## src/acc_pkg.sv

```systemverilog
package acc_pkg;

    localparam int unsigned CLK_HZ = 125_000_000;
    localparam int unsigned OSC_HZ = 1_000_000;
    localparam int unsigned OSC_DIV = CLK_HZ / OSC_HZ;
    localparam int unsigned MOD_DIV = 4;
    localparam int unsigned MOD_HZ = OSC_HZ / MOD_DIV;
    localparam int unsigned DRDY_LEAD_US = 8;
    localparam int unsigned DRDY_LEAD_TICKS =
        (DRDY_LEAD_US * MOD_HZ) / 1_000_000;

    localparam int unsigned WORD_W = 16;
    localparam int unsigned TEMP_W = 14;
    localparam int unsigned RANGE_COUNT = 6;

    localparam logic [7:0] ADDR_CONFIG = 8'h00;
    localparam logic [7:0] ADDR_CONV = 8'h04;
    localparam logic [7:0] ADDR_STATUS = 8'h08;
    localparam logic [7:0] ADDR_SPI_RX = 8'h0c;

    localparam logic [15:0] CFG_RESET = 16'h0580;
    localparam logic [15:0] CFG_WRITE_MASK = 16'h8ff0;

    localparam logic [15:0] CODE_MAX = 16'h7fff;
    localparam logic [15:0] CODE_MIN = 16'h8000;

    localparam logic [12:0] FSR_MV [RANGE_COUNT] = '{
        13'h1800, 13'h1000, 13'h0800, 13'h0400, 13'h0200, 13'h0100
    };
    localparam logic [6:0] LSB_NUM = 7'h7d;
    localparam int unsigned LSB_SHIFT = 8;

    localparam int unsigned PIN_CS = 0;
    localparam int unsigned PIN_SCK = 1;
    localparam int unsigned PIN_DIN = 2;
    localparam int unsigned PIN_COUNT = 3;

    typedef struct packed {
        logic oneShot;
        logic [2:0] rsvdHigh;
        logic [2:0] fsrSelect;
        logic mode;
        logic [2:0] dataRate;
        logic tempSensorSelect;
        logic [3:0] rsvdLow;
    } acc_cfg_t;

    typedef enum logic [1:0] {
        ACC_IDLE = 2'b00,
        ACC_CONV = 2'b01,
        ACC_LOAD = 2'b11
    } acc_state_t;

    typedef struct packed {
        logic [11:0] lsbStep;
        logic [2:0] rangeIdx;
        logic [1:0] state;
        logic spiActive;
        logic newData;
        logic busy;
    } acc_status_t;

endpackage

```

## src/acc_conversion_control.sv

```systemverilog
// How it works
// [RULE1] modulator clock is the 1 MHz oscillator tick divided by four
// [RULE2] three-bit range field picks one of six full-scale ranges
// [RULE3] code step equals selected range over 2^16, reported in status
// [RULE4] timing comes from an internal oscillator tick, no external clock
// [RULE5] data rate follows oscillator ticks, so drift scales timing
// [RULE6] temperature select bit routes the sensor instead of inputs
// [RULE7] temperature result sits left aligned in the 16-bit word
// [RULE8] one temperature step is 0.03125 degrees, passed unchanged
// [RULE9] conversion word shifts out most significant bit first
// [RULE10] reset returns every configuration bit to its default
// [RULE11] after reset the converter is powered down and idle
// [RULE12] mode bit one means single shot, resting powered down
// [RULE13] registers stay readable and writable while powered down
// [RULE14] trigger write while idle powers up, clears bit, converts once
// [RULE15] single shot returns to power down once result is ready
// [RULE16] trigger write during a conversion is dropped, never queued
// [RULE17] mode bit zero selects continuous conversion
// [RULE18] continuous mode loads each result and restarts at once
// [RULE19] mode bit one or reset leaves continuous mode
// [RULE20] host may pace single shots at its own period
// [RULE21] serial interface carries reads and control, select may be tied low; here words shifted in on DIN only land in spiRx_r and change no configuration
// [RULE22] results are two's complement, clipped at 7fff and 8000
// [RULE23] ready pin goes low when a new result is available
// [RULE24] conversion length is a parameter count of modulator ticks
// [RULE25] range code to range mapping is a lookup parameter
//
// The Wishbone slave port and the placing of the registers are this design's own decisions.
`timescale 1ns/100ps

module acc_conversion_control #(
    parameter int unsigned FILTER_W = 20,
    parameter int unsigned CONV_TICKS [8] = '{
        31250, 15625, 7812, 3906, 1953, 1000, 526, 290
    },
    parameter logic [2:0] RANGE_OF_CODE [8] = '{
        3'h0, 3'h1, 3'h2, 3'h3, 3'h4, 3'h5, 3'h5, 3'h5
    }
) (
    input wire logic clk,
    input wire logic rst_b,
    input wire logic cyc_i,
    input wire logic stb_i,
    input wire logic we_i,
    input wire logic [7:0] adr_i,
    input wire logic [3:0] sel_i,
    input wire logic [31:0] dat_i,
    output logic [31:0] dat_o,
    output logic ack_o,
    input wire logic chipSelect_b,
    input wire logic serialClk,
    input wire logic serialDataIn,
    output logic dataOutReadyPin,
    output logic dataOutReadyOe,
    input wire logic signed [FILTER_W-1:0] filterResult,
    input wire logic [acc_pkg::TEMP_W-1:0] tempResult,
    output logic convStart,
    output logic modulatorClkEn,
    output logic analogPowerUp,
    output logic [2:0] rangeIndex,
    output logic tempSensorSelect
);

    localparam int unsigned OSC_CW = $clog2(acc_pkg::OSC_DIV);
    localparam int unsigned MOD_CW = $clog2(acc_pkg::MOD_DIV);
    localparam int unsigned W = acc_pkg::WORD_W;
    localparam int unsigned PIN_W = acc_pkg::PIN_COUNT;

    ////////////////////////////////////////////////////////////////////
    // helpers

    function automatic logic addrHit(input logic [7:0] a,
                                     input logic [7:0] off);
        addrHit = (a == off);
    endfunction

    function automatic logic [15:0] convTicks(input logic [2:0] rate);
        convTicks = 16'(CONV_TICKS[rate]); // [RULE24]
    endfunction

    // saturate the wide filter word to the 16-bit code space
    function automatic logic [15:0] clipCode(
        input logic signed [FILTER_W-1:0] v);
        logic signed [FILTER_W-1:0] hi;
        logic signed [FILTER_W-1:0] lo;
        hi = FILTER_W'($signed(acc_pkg::CODE_MAX));
        lo = FILTER_W'($signed(acc_pkg::CODE_MIN));
        if (v > hi) begin
            clipCode = acc_pkg::CODE_MAX; // [RULE22]
        end else if (v < lo) begin
            clipCode = acc_pkg::CODE_MIN; // [RULE22]
        end else begin
            clipCode = v[15:0];
        end
    endfunction

    ////////////////////////////////////////////////////////////////////
    // declarations

    acc_pkg::acc_cfg_t cfg_r;
    acc_pkg::acc_state_t state_r;
    acc_pkg::acc_status_t status;
    logic [OSC_CW-1:0] oscCnt_r;
    logic oscTick_r;
    logic [MOD_CW-1:0] modCnt_r;
    logic [15:0] tickCnt_r;
    logic [15:0] convWord_r;
    logic newData_r;
    logic convDone;
    logic leadDrop;
    logic wbAccess;
    logic cfgWrite;
    logic convRead;
    logic [15:0] cfgWord;
    logic [15:0] cfg_nxt;
    logic [2:0] rangeIdx;
    logic [PIN_W-1:0] pinIn;
    logic [PIN_W-1:0] sync1_r;
    logic [PIN_W-1:0] sync2_r;
    logic [PIN_W-1:0] sync3_r;
    logic [PIN_W-1:0] pinF_r;
    logic [PIN_W-1:0] pinPrev_r;
    logic sclkRise;
    logic sclkFall;
    logic csHigh;
    logic spiActive_r;
    logic retrieveStart;
    logic [15:0] txShift_r;
    logic [15:0] rxShift_r;
    logic [3:0] rxCnt_r;
    logic [15:0] spiRx_r;
    logic [31:0] readData;

    ////////////////////////////////////////////////////////////////////
    // oscillator tick and modulator clock

    // the 125 MHz clock stands in for the on-chip oscillator
    always_ff @(posedge clk) begin // [RULE4]
        if (!rst_b) begin
            oscCnt_r <= '0;
            oscTick_r <= 1'b0;
        end else if (oscCnt_r == OSC_CW'(acc_pkg::OSC_DIV - 1)) begin
            oscCnt_r <= '0;
            oscTick_r <= 1'b1;
        end else begin
            oscCnt_r <= oscCnt_r + 1'b1;
            oscTick_r <= 1'b0;
        end
    end

    always_ff @(posedge clk) begin // [RULE1]
        if (!rst_b) begin
            modCnt_r <= '0;
            modulatorClkEn <= 1'b0;
        end else if (oscTick_r) begin
            modCnt_r <= modCnt_r + 1'b1;
            modulatorClkEn <= (modCnt_r == MOD_CW'(acc_pkg::MOD_DIV - 1));
        end else begin
            modulatorClkEn <= 1'b0;
        end
    end

    ////////////////////////////////////////////////////////////////////
    // register bus

    assign wbAccess = cyc_i & stb_i & ~ack_o;
    assign cfgWrite = wbAccess & we_i & addrHit(adr_i, acc_pkg::ADDR_CONFIG);
    assign convRead = wbAccess & ~we_i & addrHit(adr_i, acc_pkg::ADDR_CONV);
    assign cfgWord = cfg_r;

    // byte lanes merged, reserved bits forced to zero
    always_comb begin
        cfg_nxt = cfgWord;
        if (sel_i[0]) begin
            cfg_nxt[7:0] = dat_i[7:0];
        end
        if (sel_i[1]) begin
            cfg_nxt[15:8] = dat_i[15:8];
        end
        cfg_nxt = cfg_nxt & acc_pkg::CFG_WRITE_MASK;
    end

    always_ff @(posedge clk) begin
        if (!rst_b) begin
            ack_o <= 1'b0;
        end else begin
            ack_o <= wbAccess; // [RULE13]
        end
    end

    always_comb begin
        readData = '0;
        if (addrHit(adr_i, acc_pkg::ADDR_CONFIG)) begin
            readData = {16'h0000, cfgWord};
        end else if (addrHit(adr_i, acc_pkg::ADDR_CONV)) begin
            readData = {16'h0000, convWord_r};
        end else if (addrHit(adr_i, acc_pkg::ADDR_STATUS)) begin
            readData = {12'h000, status};
        end else if (addrHit(adr_i, acc_pkg::ADDR_SPI_RX)) begin
            readData = {16'h0000, spiRx_r};
        end
    end

    always_ff @(posedge clk) begin
        if (!rst_b) begin
            dat_o <= '0;
        end else if (wbAccess & ~we_i) begin
            dat_o <= readData;
        end
    end

    ////////////////////////////////////////////////////////////////////
    // configuration

    always_ff @(posedge clk) begin
        if (!rst_b) begin
            cfg_r <= acc_pkg::CFG_RESET; // [RULE10] [RULE19]
        end else begin
            if (cfgWrite) begin
                cfg_r <= cfg_nxt;
                // trigger only lands while idle, so it never queues
                cfg_r.oneShot <= cfg_nxt[15] &
                    (state_r == acc_pkg::ACC_IDLE); // [RULE16]
            end else if (state_r == acc_pkg::ACC_IDLE &&
                         cfg_r.oneShot) begin
                cfg_r.oneShot <= 1'b0; // [RULE14]
            end
        end
    end

    assign rangeIdx = RANGE_OF_CODE[cfg_r.fsrSelect]; // [RULE25]

    always_ff @(posedge clk) begin
        if (!rst_b) begin
            rangeIndex <= RANGE_OF_CODE[acc_pkg::CFG_RESET[11:9]];
            tempSensorSelect <= 1'b0;
        end else begin
            rangeIndex <= rangeIdx; // [RULE2]
            tempSensorSelect <= cfg_r.tempSensorSelect; // [RULE6]
        end
    end

    ////////////////////////////////////////////////////////////////////
    // conversion sequencing

    assign convDone = (state_r == acc_pkg::ACC_CONV) & modulatorClkEn &
        (tickCnt_r == convTicks(cfg_r.dataRate) - 16'h0001); // [RULE5]

    always_ff @(posedge clk) begin
        if (!rst_b) begin
            state_r <= acc_pkg::ACC_IDLE; // [RULE11]
            convStart <= 1'b0;
        end else begin
            convStart <= 1'b0;
            unique case (state_r)
                acc_pkg::ACC_IDLE: begin
                    if (!cfg_r.mode || cfg_r.oneShot) begin // [RULE17]
                        state_r <= acc_pkg::ACC_CONV;
                        convStart <= 1'b1; // [RULE14]
                    end
                end
                acc_pkg::ACC_CONV: begin
                    if (convDone) begin
                        state_r <= acc_pkg::ACC_LOAD;
                    end
                end
                acc_pkg::ACC_LOAD: begin
                    if (!cfg_r.mode) begin
                        state_r <= acc_pkg::ACC_CONV; // [RULE18]
                        convStart <= 1'b1;
                    end else begin
                        state_r <= acc_pkg::ACC_IDLE; // [RULE12] [RULE15]
                    end
                end
                default: begin
                    state_r <= acc_pkg::ACC_IDLE;
                end
            endcase
        end
    end

    always_ff @(posedge clk) begin
        if (!rst_b || state_r != acc_pkg::ACC_CONV) begin
            tickCnt_r <= '0;
        end else if (modulatorClkEn) begin
            tickCnt_r <= tickCnt_r + 16'h0001;
        end
    end

    always_ff @(posedge clk) begin
        if (!rst_b) begin
            analogPowerUp <= 1'b0;
        end else begin
            analogPowerUp <= (state_r != acc_pkg::ACC_IDLE); // [RULE12]
        end
    end

    always_ff @(posedge clk) begin
        if (!rst_b) begin
            convWord_r <= '0;
        end else if (state_r == acc_pkg::ACC_LOAD) begin
            if (cfg_r.tempSensorSelect) begin
                // sensor lsb is 0.03125 C, kept as delivered
                convWord_r <= {tempResult, 2'b00}; // [RULE7] [RULE8]
            end else begin
                convWord_r <= clipCode(filterResult); // [RULE22]
            end
        end
    end

    // in continuous mode unread data is withdrawn just before the next result lands
    assign leadDrop = ~cfg_r.mode & (state_r == acc_pkg::ACC_CONV) &
        (convTicks(cfg_r.dataRate) - tickCnt_r <=
         16'(acc_pkg::DRDY_LEAD_TICKS));

    always_ff @(posedge clk) begin
        if (!rst_b) begin
            newData_r <= 1'b0;
        end else if (state_r == acc_pkg::ACC_LOAD) begin
            newData_r <= 1'b1; // set wins over any retrieval
        end else if (retrieveStart || convRead || leadDrop) begin
            newData_r <= 1'b0;
        end
    end

    // step in 1/16 uV: range mV * 125 / 256
    always_comb begin
        status = '0;
        status.lsbStep = 12'((20'(acc_pkg::FSR_MV[rangeIdx]) *
            20'(acc_pkg::LSB_NUM)) >> acc_pkg::LSB_SHIFT); // [RULE3]
        status.rangeIdx = rangeIdx;
        status.state = state_r;
        status.spiActive = spiActive_r;
        status.newData = newData_r;
        status.busy = (state_r != acc_pkg::ACC_IDLE);
    end

    ////////////////////////////////////////////////////////////////////
    // serial pins

    assign pinIn[acc_pkg::PIN_CS] = chipSelect_b;
    assign pinIn[acc_pkg::PIN_SCK] = serialClk;
    assign pinIn[acc_pkg::PIN_DIN] = serialDataIn;

    // three stages; a level counts once the last two agree
    for (genvar i = 0; i < PIN_W; i++) begin : g_sync
        always_ff @(posedge clk) begin
            if (!rst_b) begin
                // idle levels, so no false select follows reset
                sync1_r[i] <= (i == acc_pkg::PIN_CS);
                sync2_r[i] <= (i == acc_pkg::PIN_CS);
                sync3_r[i] <= (i == acc_pkg::PIN_CS);
                pinF_r[i] <= (i == acc_pkg::PIN_CS);
                pinPrev_r[i] <= (i == acc_pkg::PIN_CS);
            end else begin
                sync1_r[i] <= pinIn[i];
                sync2_r[i] <= sync1_r[i];
                sync3_r[i] <= sync2_r[i];
                if (sync2_r[i] == sync3_r[i]) begin
                    pinF_r[i] <= sync3_r[i];
                end
                pinPrev_r[i] <= pinF_r[i];
            end
        end
    end

    assign csHigh = pinF_r[acc_pkg::PIN_CS];
    assign sclkRise = ~pinPrev_r[acc_pkg::PIN_SCK] &
        pinF_r[acc_pkg::PIN_SCK] & ~csHigh;
    assign sclkFall = pinPrev_r[acc_pkg::PIN_SCK] &
        ~pinF_r[acc_pkg::PIN_SCK] & ~csHigh;
    // with select tied low the first clock edge opens the frame
    assign retrieveStart = sclkRise & ~spiActive_r; // [RULE21]

    always_ff @(posedge clk) begin
        if (!rst_b || csHigh) begin
            spiActive_r <= 1'b0;
            txShift_r <= '0;
            rxShift_r <= '0;
            rxCnt_r <= '0;
        end else begin
            if (retrieveStart) begin
                // result is frozen for the first 16 clocks of the frame
                txShift_r <= {convWord_r[W-2:0], 1'b0}; // [RULE9]
                spiActive_r <= 1'b1;
            end else if (sclkRise) begin
                txShift_r <= {txShift_r[W-2:0], 1'b0}; // [RULE9]
            end
            if (sclkFall) begin
                rxShift_r <= {rxShift_r[W-2:0], pinF_r[acc_pkg::PIN_DIN]};
                rxCnt_r <= rxCnt_r + 4'h1;
                if (rxCnt_r == 4'hf) begin
                    // second half of a long frame echoes the config
                    txShift_r <= cfgWord;
                end
            end
        end
    end

    always_ff @(posedge clk) begin
        if (!rst_b) begin
            spiRx_r <= '0;
        end else if (sclkFall && rxCnt_r == 4'hf && !csHigh) begin
            spiRx_r <= {rxShift_r[W-2:0], pinF_r[acc_pkg::PIN_DIN]};
        end
    end

    always_ff @(posedge clk) begin
        if (!rst_b || csHigh) begin
            dataOutReadyPin <= 1'b1;
            dataOutReadyOe <= 1'b0;
        end else begin
            dataOutReadyOe <= 1'b1;
            if (retrieveStart) begin
                dataOutReadyPin <= convWord_r[W-1]; // [RULE9]
            end else if (sclkRise) begin
                dataOutReadyPin <= txShift_r[W-1];
            end else if (!spiActive_r) begin
                dataOutReadyPin <= ~newData_r; // [RULE23]
            end
        end
    end

endmodule

```

## config.mk

```make
export PLATFORM = sky130hd
export DESIGN_NAME = acc_conversion_control
export DESIGN_NICKNAME = d
export VERILOG_FILES = /design/src/acc_pkg.sv /design/src/acc_conversion_control.sv
export SDC_FILE = /design/constraint.sdc
export NUM_CORES = 1
export LEC_CHECK = 0
export BUFFER_PORTS_ARGS = -buffer_cell sky130_fd_sc_hd__buf_2
export CAP_MARGIN = 5
export CORE_ASPECT_RATIO = 0.7
export CORE_MARGIN = 1
export CORE_UTILIZATION = 58
export DETAILED_ROUTE_END_ITERATION = 8
export GPL_TIMING_DRIVEN = 0
export PLACE_DENSITY = 0.81
export SYNTH_ARGS = -nofsm -noshare
export SYNTH_HDL_FRONTEND = slang
export SYNTH_SLANG_ARGS = --single-unit
```

## constraint.sdc

```tcl
create_clock -name clk -period 5.9 [get_ports clk]
set_clock_uncertainty 0.05 [all_clocks]
set_input_delay 0.295 -clock clk [delete_from_list [all_inputs] [get_ports clk]]
set_output_delay 0.295 -clock clk [all_outputs]
set_load 0.02 [all_outputs]
```

==> metrics.yaml <==
status:
  status: "completed"
synthesis:
  ys_async_sr_fraction: 0
  yosysSeqAreaShare: 0.342
  synth_edf_count: 0
  yosysTopAreaCellShare: 0.342
  avgSynthCellArea_sq_um: 8.24
  synth_seq_cells: 149
  synth_top_area_cell: "dfxtp_1"
  ys.flop_type: "dfxtp_1"
  yosys_warnings: 0
  netlist_area_sq_um: 8710
  synthTopCellsByArea: "dfxtp_1 34%, ha_1 8.2%, nand2_1 6.4%"
  synth_cell_types: 74
  netlist_instances: 1057
job:
  max-cap-violations: 0
layout:
  final_cells: 1386
  fin_nets: 1330
  nFillCells: 1174
  layout_common_cells: "149 x dfxtp_1, 148 x nand2_1, 107 x a21oi_1"
  drive_above_1_share: 0.135
  layout_commonest_cell: "dfxtp_1"
  final-seq-area_sq_um: 2980
  synthToLayoutAreaGrowth_pct: 15.3
  n_antenna_cell: 0
  multiInputGateArea_sq_um: 5260
power_and_ir_drop:
  p_leak_nw: 3.90
  peakVddDrop_mv: 0.256
  finalPower_mw: 2.22
  powerDensity_nw_per_um2: 221
timing:
  slew_viol_final: 0
  fin_hold_ws_ns: 0.0328
  hold_viol_final: 0
  fmax_mhz: 204
  rsz0062_at_grt: "no"
  setup_viol: 0
  fin_crit_ns: 4.90
  slew_headroom: 0.0548
  worst_pin_slew_ns: 1.40
  tns_ns: 0
  finalCritPeriodShare: 0.831
cts:
  cts_root_buf: "clkbuf_16"
  clk_pin_slew_ns: 0.06
  clkSinkCount: 149
  tritoncts: "done"
  clockBufferDepth: 2
  insertion_delay_ns: 0.43
  cts_buffers: 17
  cts_resized: 0
  htreeDepth: 4
setup_path:
  critPathTopFamily: "adder cells"
  end_kind: "flop"
  worst-setup-path-type: "reg2reg"
  arrival_ns: 5.14
  path_max_fanout: 10
  critPathMaxStageDelay_ns: 0.55
  crit_chain: "clkbuf_1, nor2_1, inv_1, ha_1, fa_1, inv_1, fa_1, ha_1, ha_1, a21o_1, o21bai_1, xor2_1, mux4_2, a22oi_1, nor2_1"
  worst_path_max_delay_cell: "fa_1"
  cp-start-kind: "flop"
  cp.required_ns: 6.13
  path_buf_inv: 3
  crit_top_cell: "ha_1"
global_routing:
  grt_pass1_wl_mm: 38.2
  antenna_found_initial: 0
  overflow: 0
  grt_usage: 0.322
  grt_max_degree: 17
  grt_pass1_vias: 7307
drt:
  drc: 0
  drt_iter0_drc: 866
  via_per_inst: 5.84
  route.vias.total: 8100
  postRouteWirelength_mm: 24.4
  wl_per_cell_microns: 17.6
  dr.pass1.iters: 7
  drtAntennaViolNets: 0
placement:
  place_congestion: 0.968
  dp_cells: 1353
  portBuffers: 88
  dp_hpwl_mm: 18.3
die:
  core_area_sq_um: 14700
  die_w_microns: 148
  ios: 128
  start_util: 0.594
  dieHeight_microns: 105
  die_area_sq_um: 15500
  row_count: 37
min_path:
  min_path_type: "in2reg"
sequential cells by signal (all words and copies together), names as in the netlist, 2 cells and up:
name        count
txShift_r      16
rxShift_r      15
modCnt_r        2
dat_o          20
pinF_r          2
oscCnt_r        7
sync3_r         3
sync1_r         3
state_r         2
convWord_r     16
cfgWord         9
sync2_r         3
rxCnt_r         4
spiRx_r        16
tickCnt_r      16
rangeIndex      3
cell usage after synthesis, types with 6 or more instances:
cell and n:
o211ai_1 15, nor2_1 101, buf_4 15, clkbuf_1 43, a21o_1 10, ha_1 57, mux4_2 8, nor2b_1 22
and2_1 12, o2111ai_1 6, inv_1 47, nand4_1 9, fa_1 9, mux2i_1 28, nand2b_1 22, nor3_1 14
nor4_1 6, a211oi_1 11, nand3_1 28, xor2_1 12, a21oi_1 107, nand2_1 148, o21ai_0 39, xnor2_1 35
dfxtp_1 149, a22oi_1 15
report_power, final:
part	internal [mW]	switching (mW)
Clock	0.642	0.443
Combinational	0.0440	0.0718
Sequential	1.01	0.00471
worst register-to-register path, delay by kind of cell, from the launching register on:
kind,cells,cell delay [ns]
buffers and inverters,3,0.52
multiplexers,1,0.50
AND/OR/NAND/NOR,2,0.60
flip-flops,1,0.32
AO/OA/AOI/OAI,3,0.53
adder cells (fa/ha/maj),5,2.03
XOR/XNOR,1,0.21
per-stage QoR:
step / area (sq um) / setup slack (ns) / utilization
finish: 10000 / 0.998 / 0.685
global route: 10000 / 0.818 / 0.685
CTS: 10000 / 1.08 / 0.685
detailed placement: 9450 / 1.14 / 0.644
global placement: 9450 / 1.15 / 0.644
floorplan: 8760 / 1.62 / -
cells by family after synthesis:
family | after synthesis | synth area share
other cells | 2 | 0.000862
xor+xnor | 48 | 0.0498
fa+ha+maj | 66 | 0.103
simple gates | 391 | 0.211
mux | 41 | 0.0606
buf+inv | 117 | 0.0597
flops | 149 | 0.342
compound gates | 243 | 0.173
final timing paths:
kind / to / start / cells after the start / slack (ns)
max: dat_o[15] / cfgWord[11] / 15 / 1.0
min: sync1_r[1] / serialClk / 2 / 0.03
max reg2reg: dat_o[15] / cfgWord[11] / 15 / 1.0
min reg2reg: sync2_r[0] / sync1_r[0] / 1 / 0.36
final cells by class:
class                      instances  share of cell area
timing repair buffer              89              0.0448
multi-input combinational        804               0.523
sequential                       149               0.297
inverter                          49              0.0183
tap                              195              0.0243
clock buffer                      20              0.0445
clock inverter                    12              0.0144
buffer                            68              0.0335
per-layer routing:
| layer | share of wire | vias to the layer above | GRT usage |
|---|---|---|---|
| li1 | - | 3882 | - |
| met2 | 0.41 | 443 | 0.453 |
| met1 | 0.45 | 3747 | 0.461 |
| met5 | 0 | - | 0 |
| met4 | 0.014 | 0 | 0.0825 |
| met3 | 0.13 | 28 | 0.115 |
what timing repair did:
item | CTS | global route
hold buffers | 1 | 0
setup buffers | 0 | 0
hold endpoints to repair | 1 | 0
endpoints found under the setup margin | 0 | 0
Power figures use the tool's default switching activity.
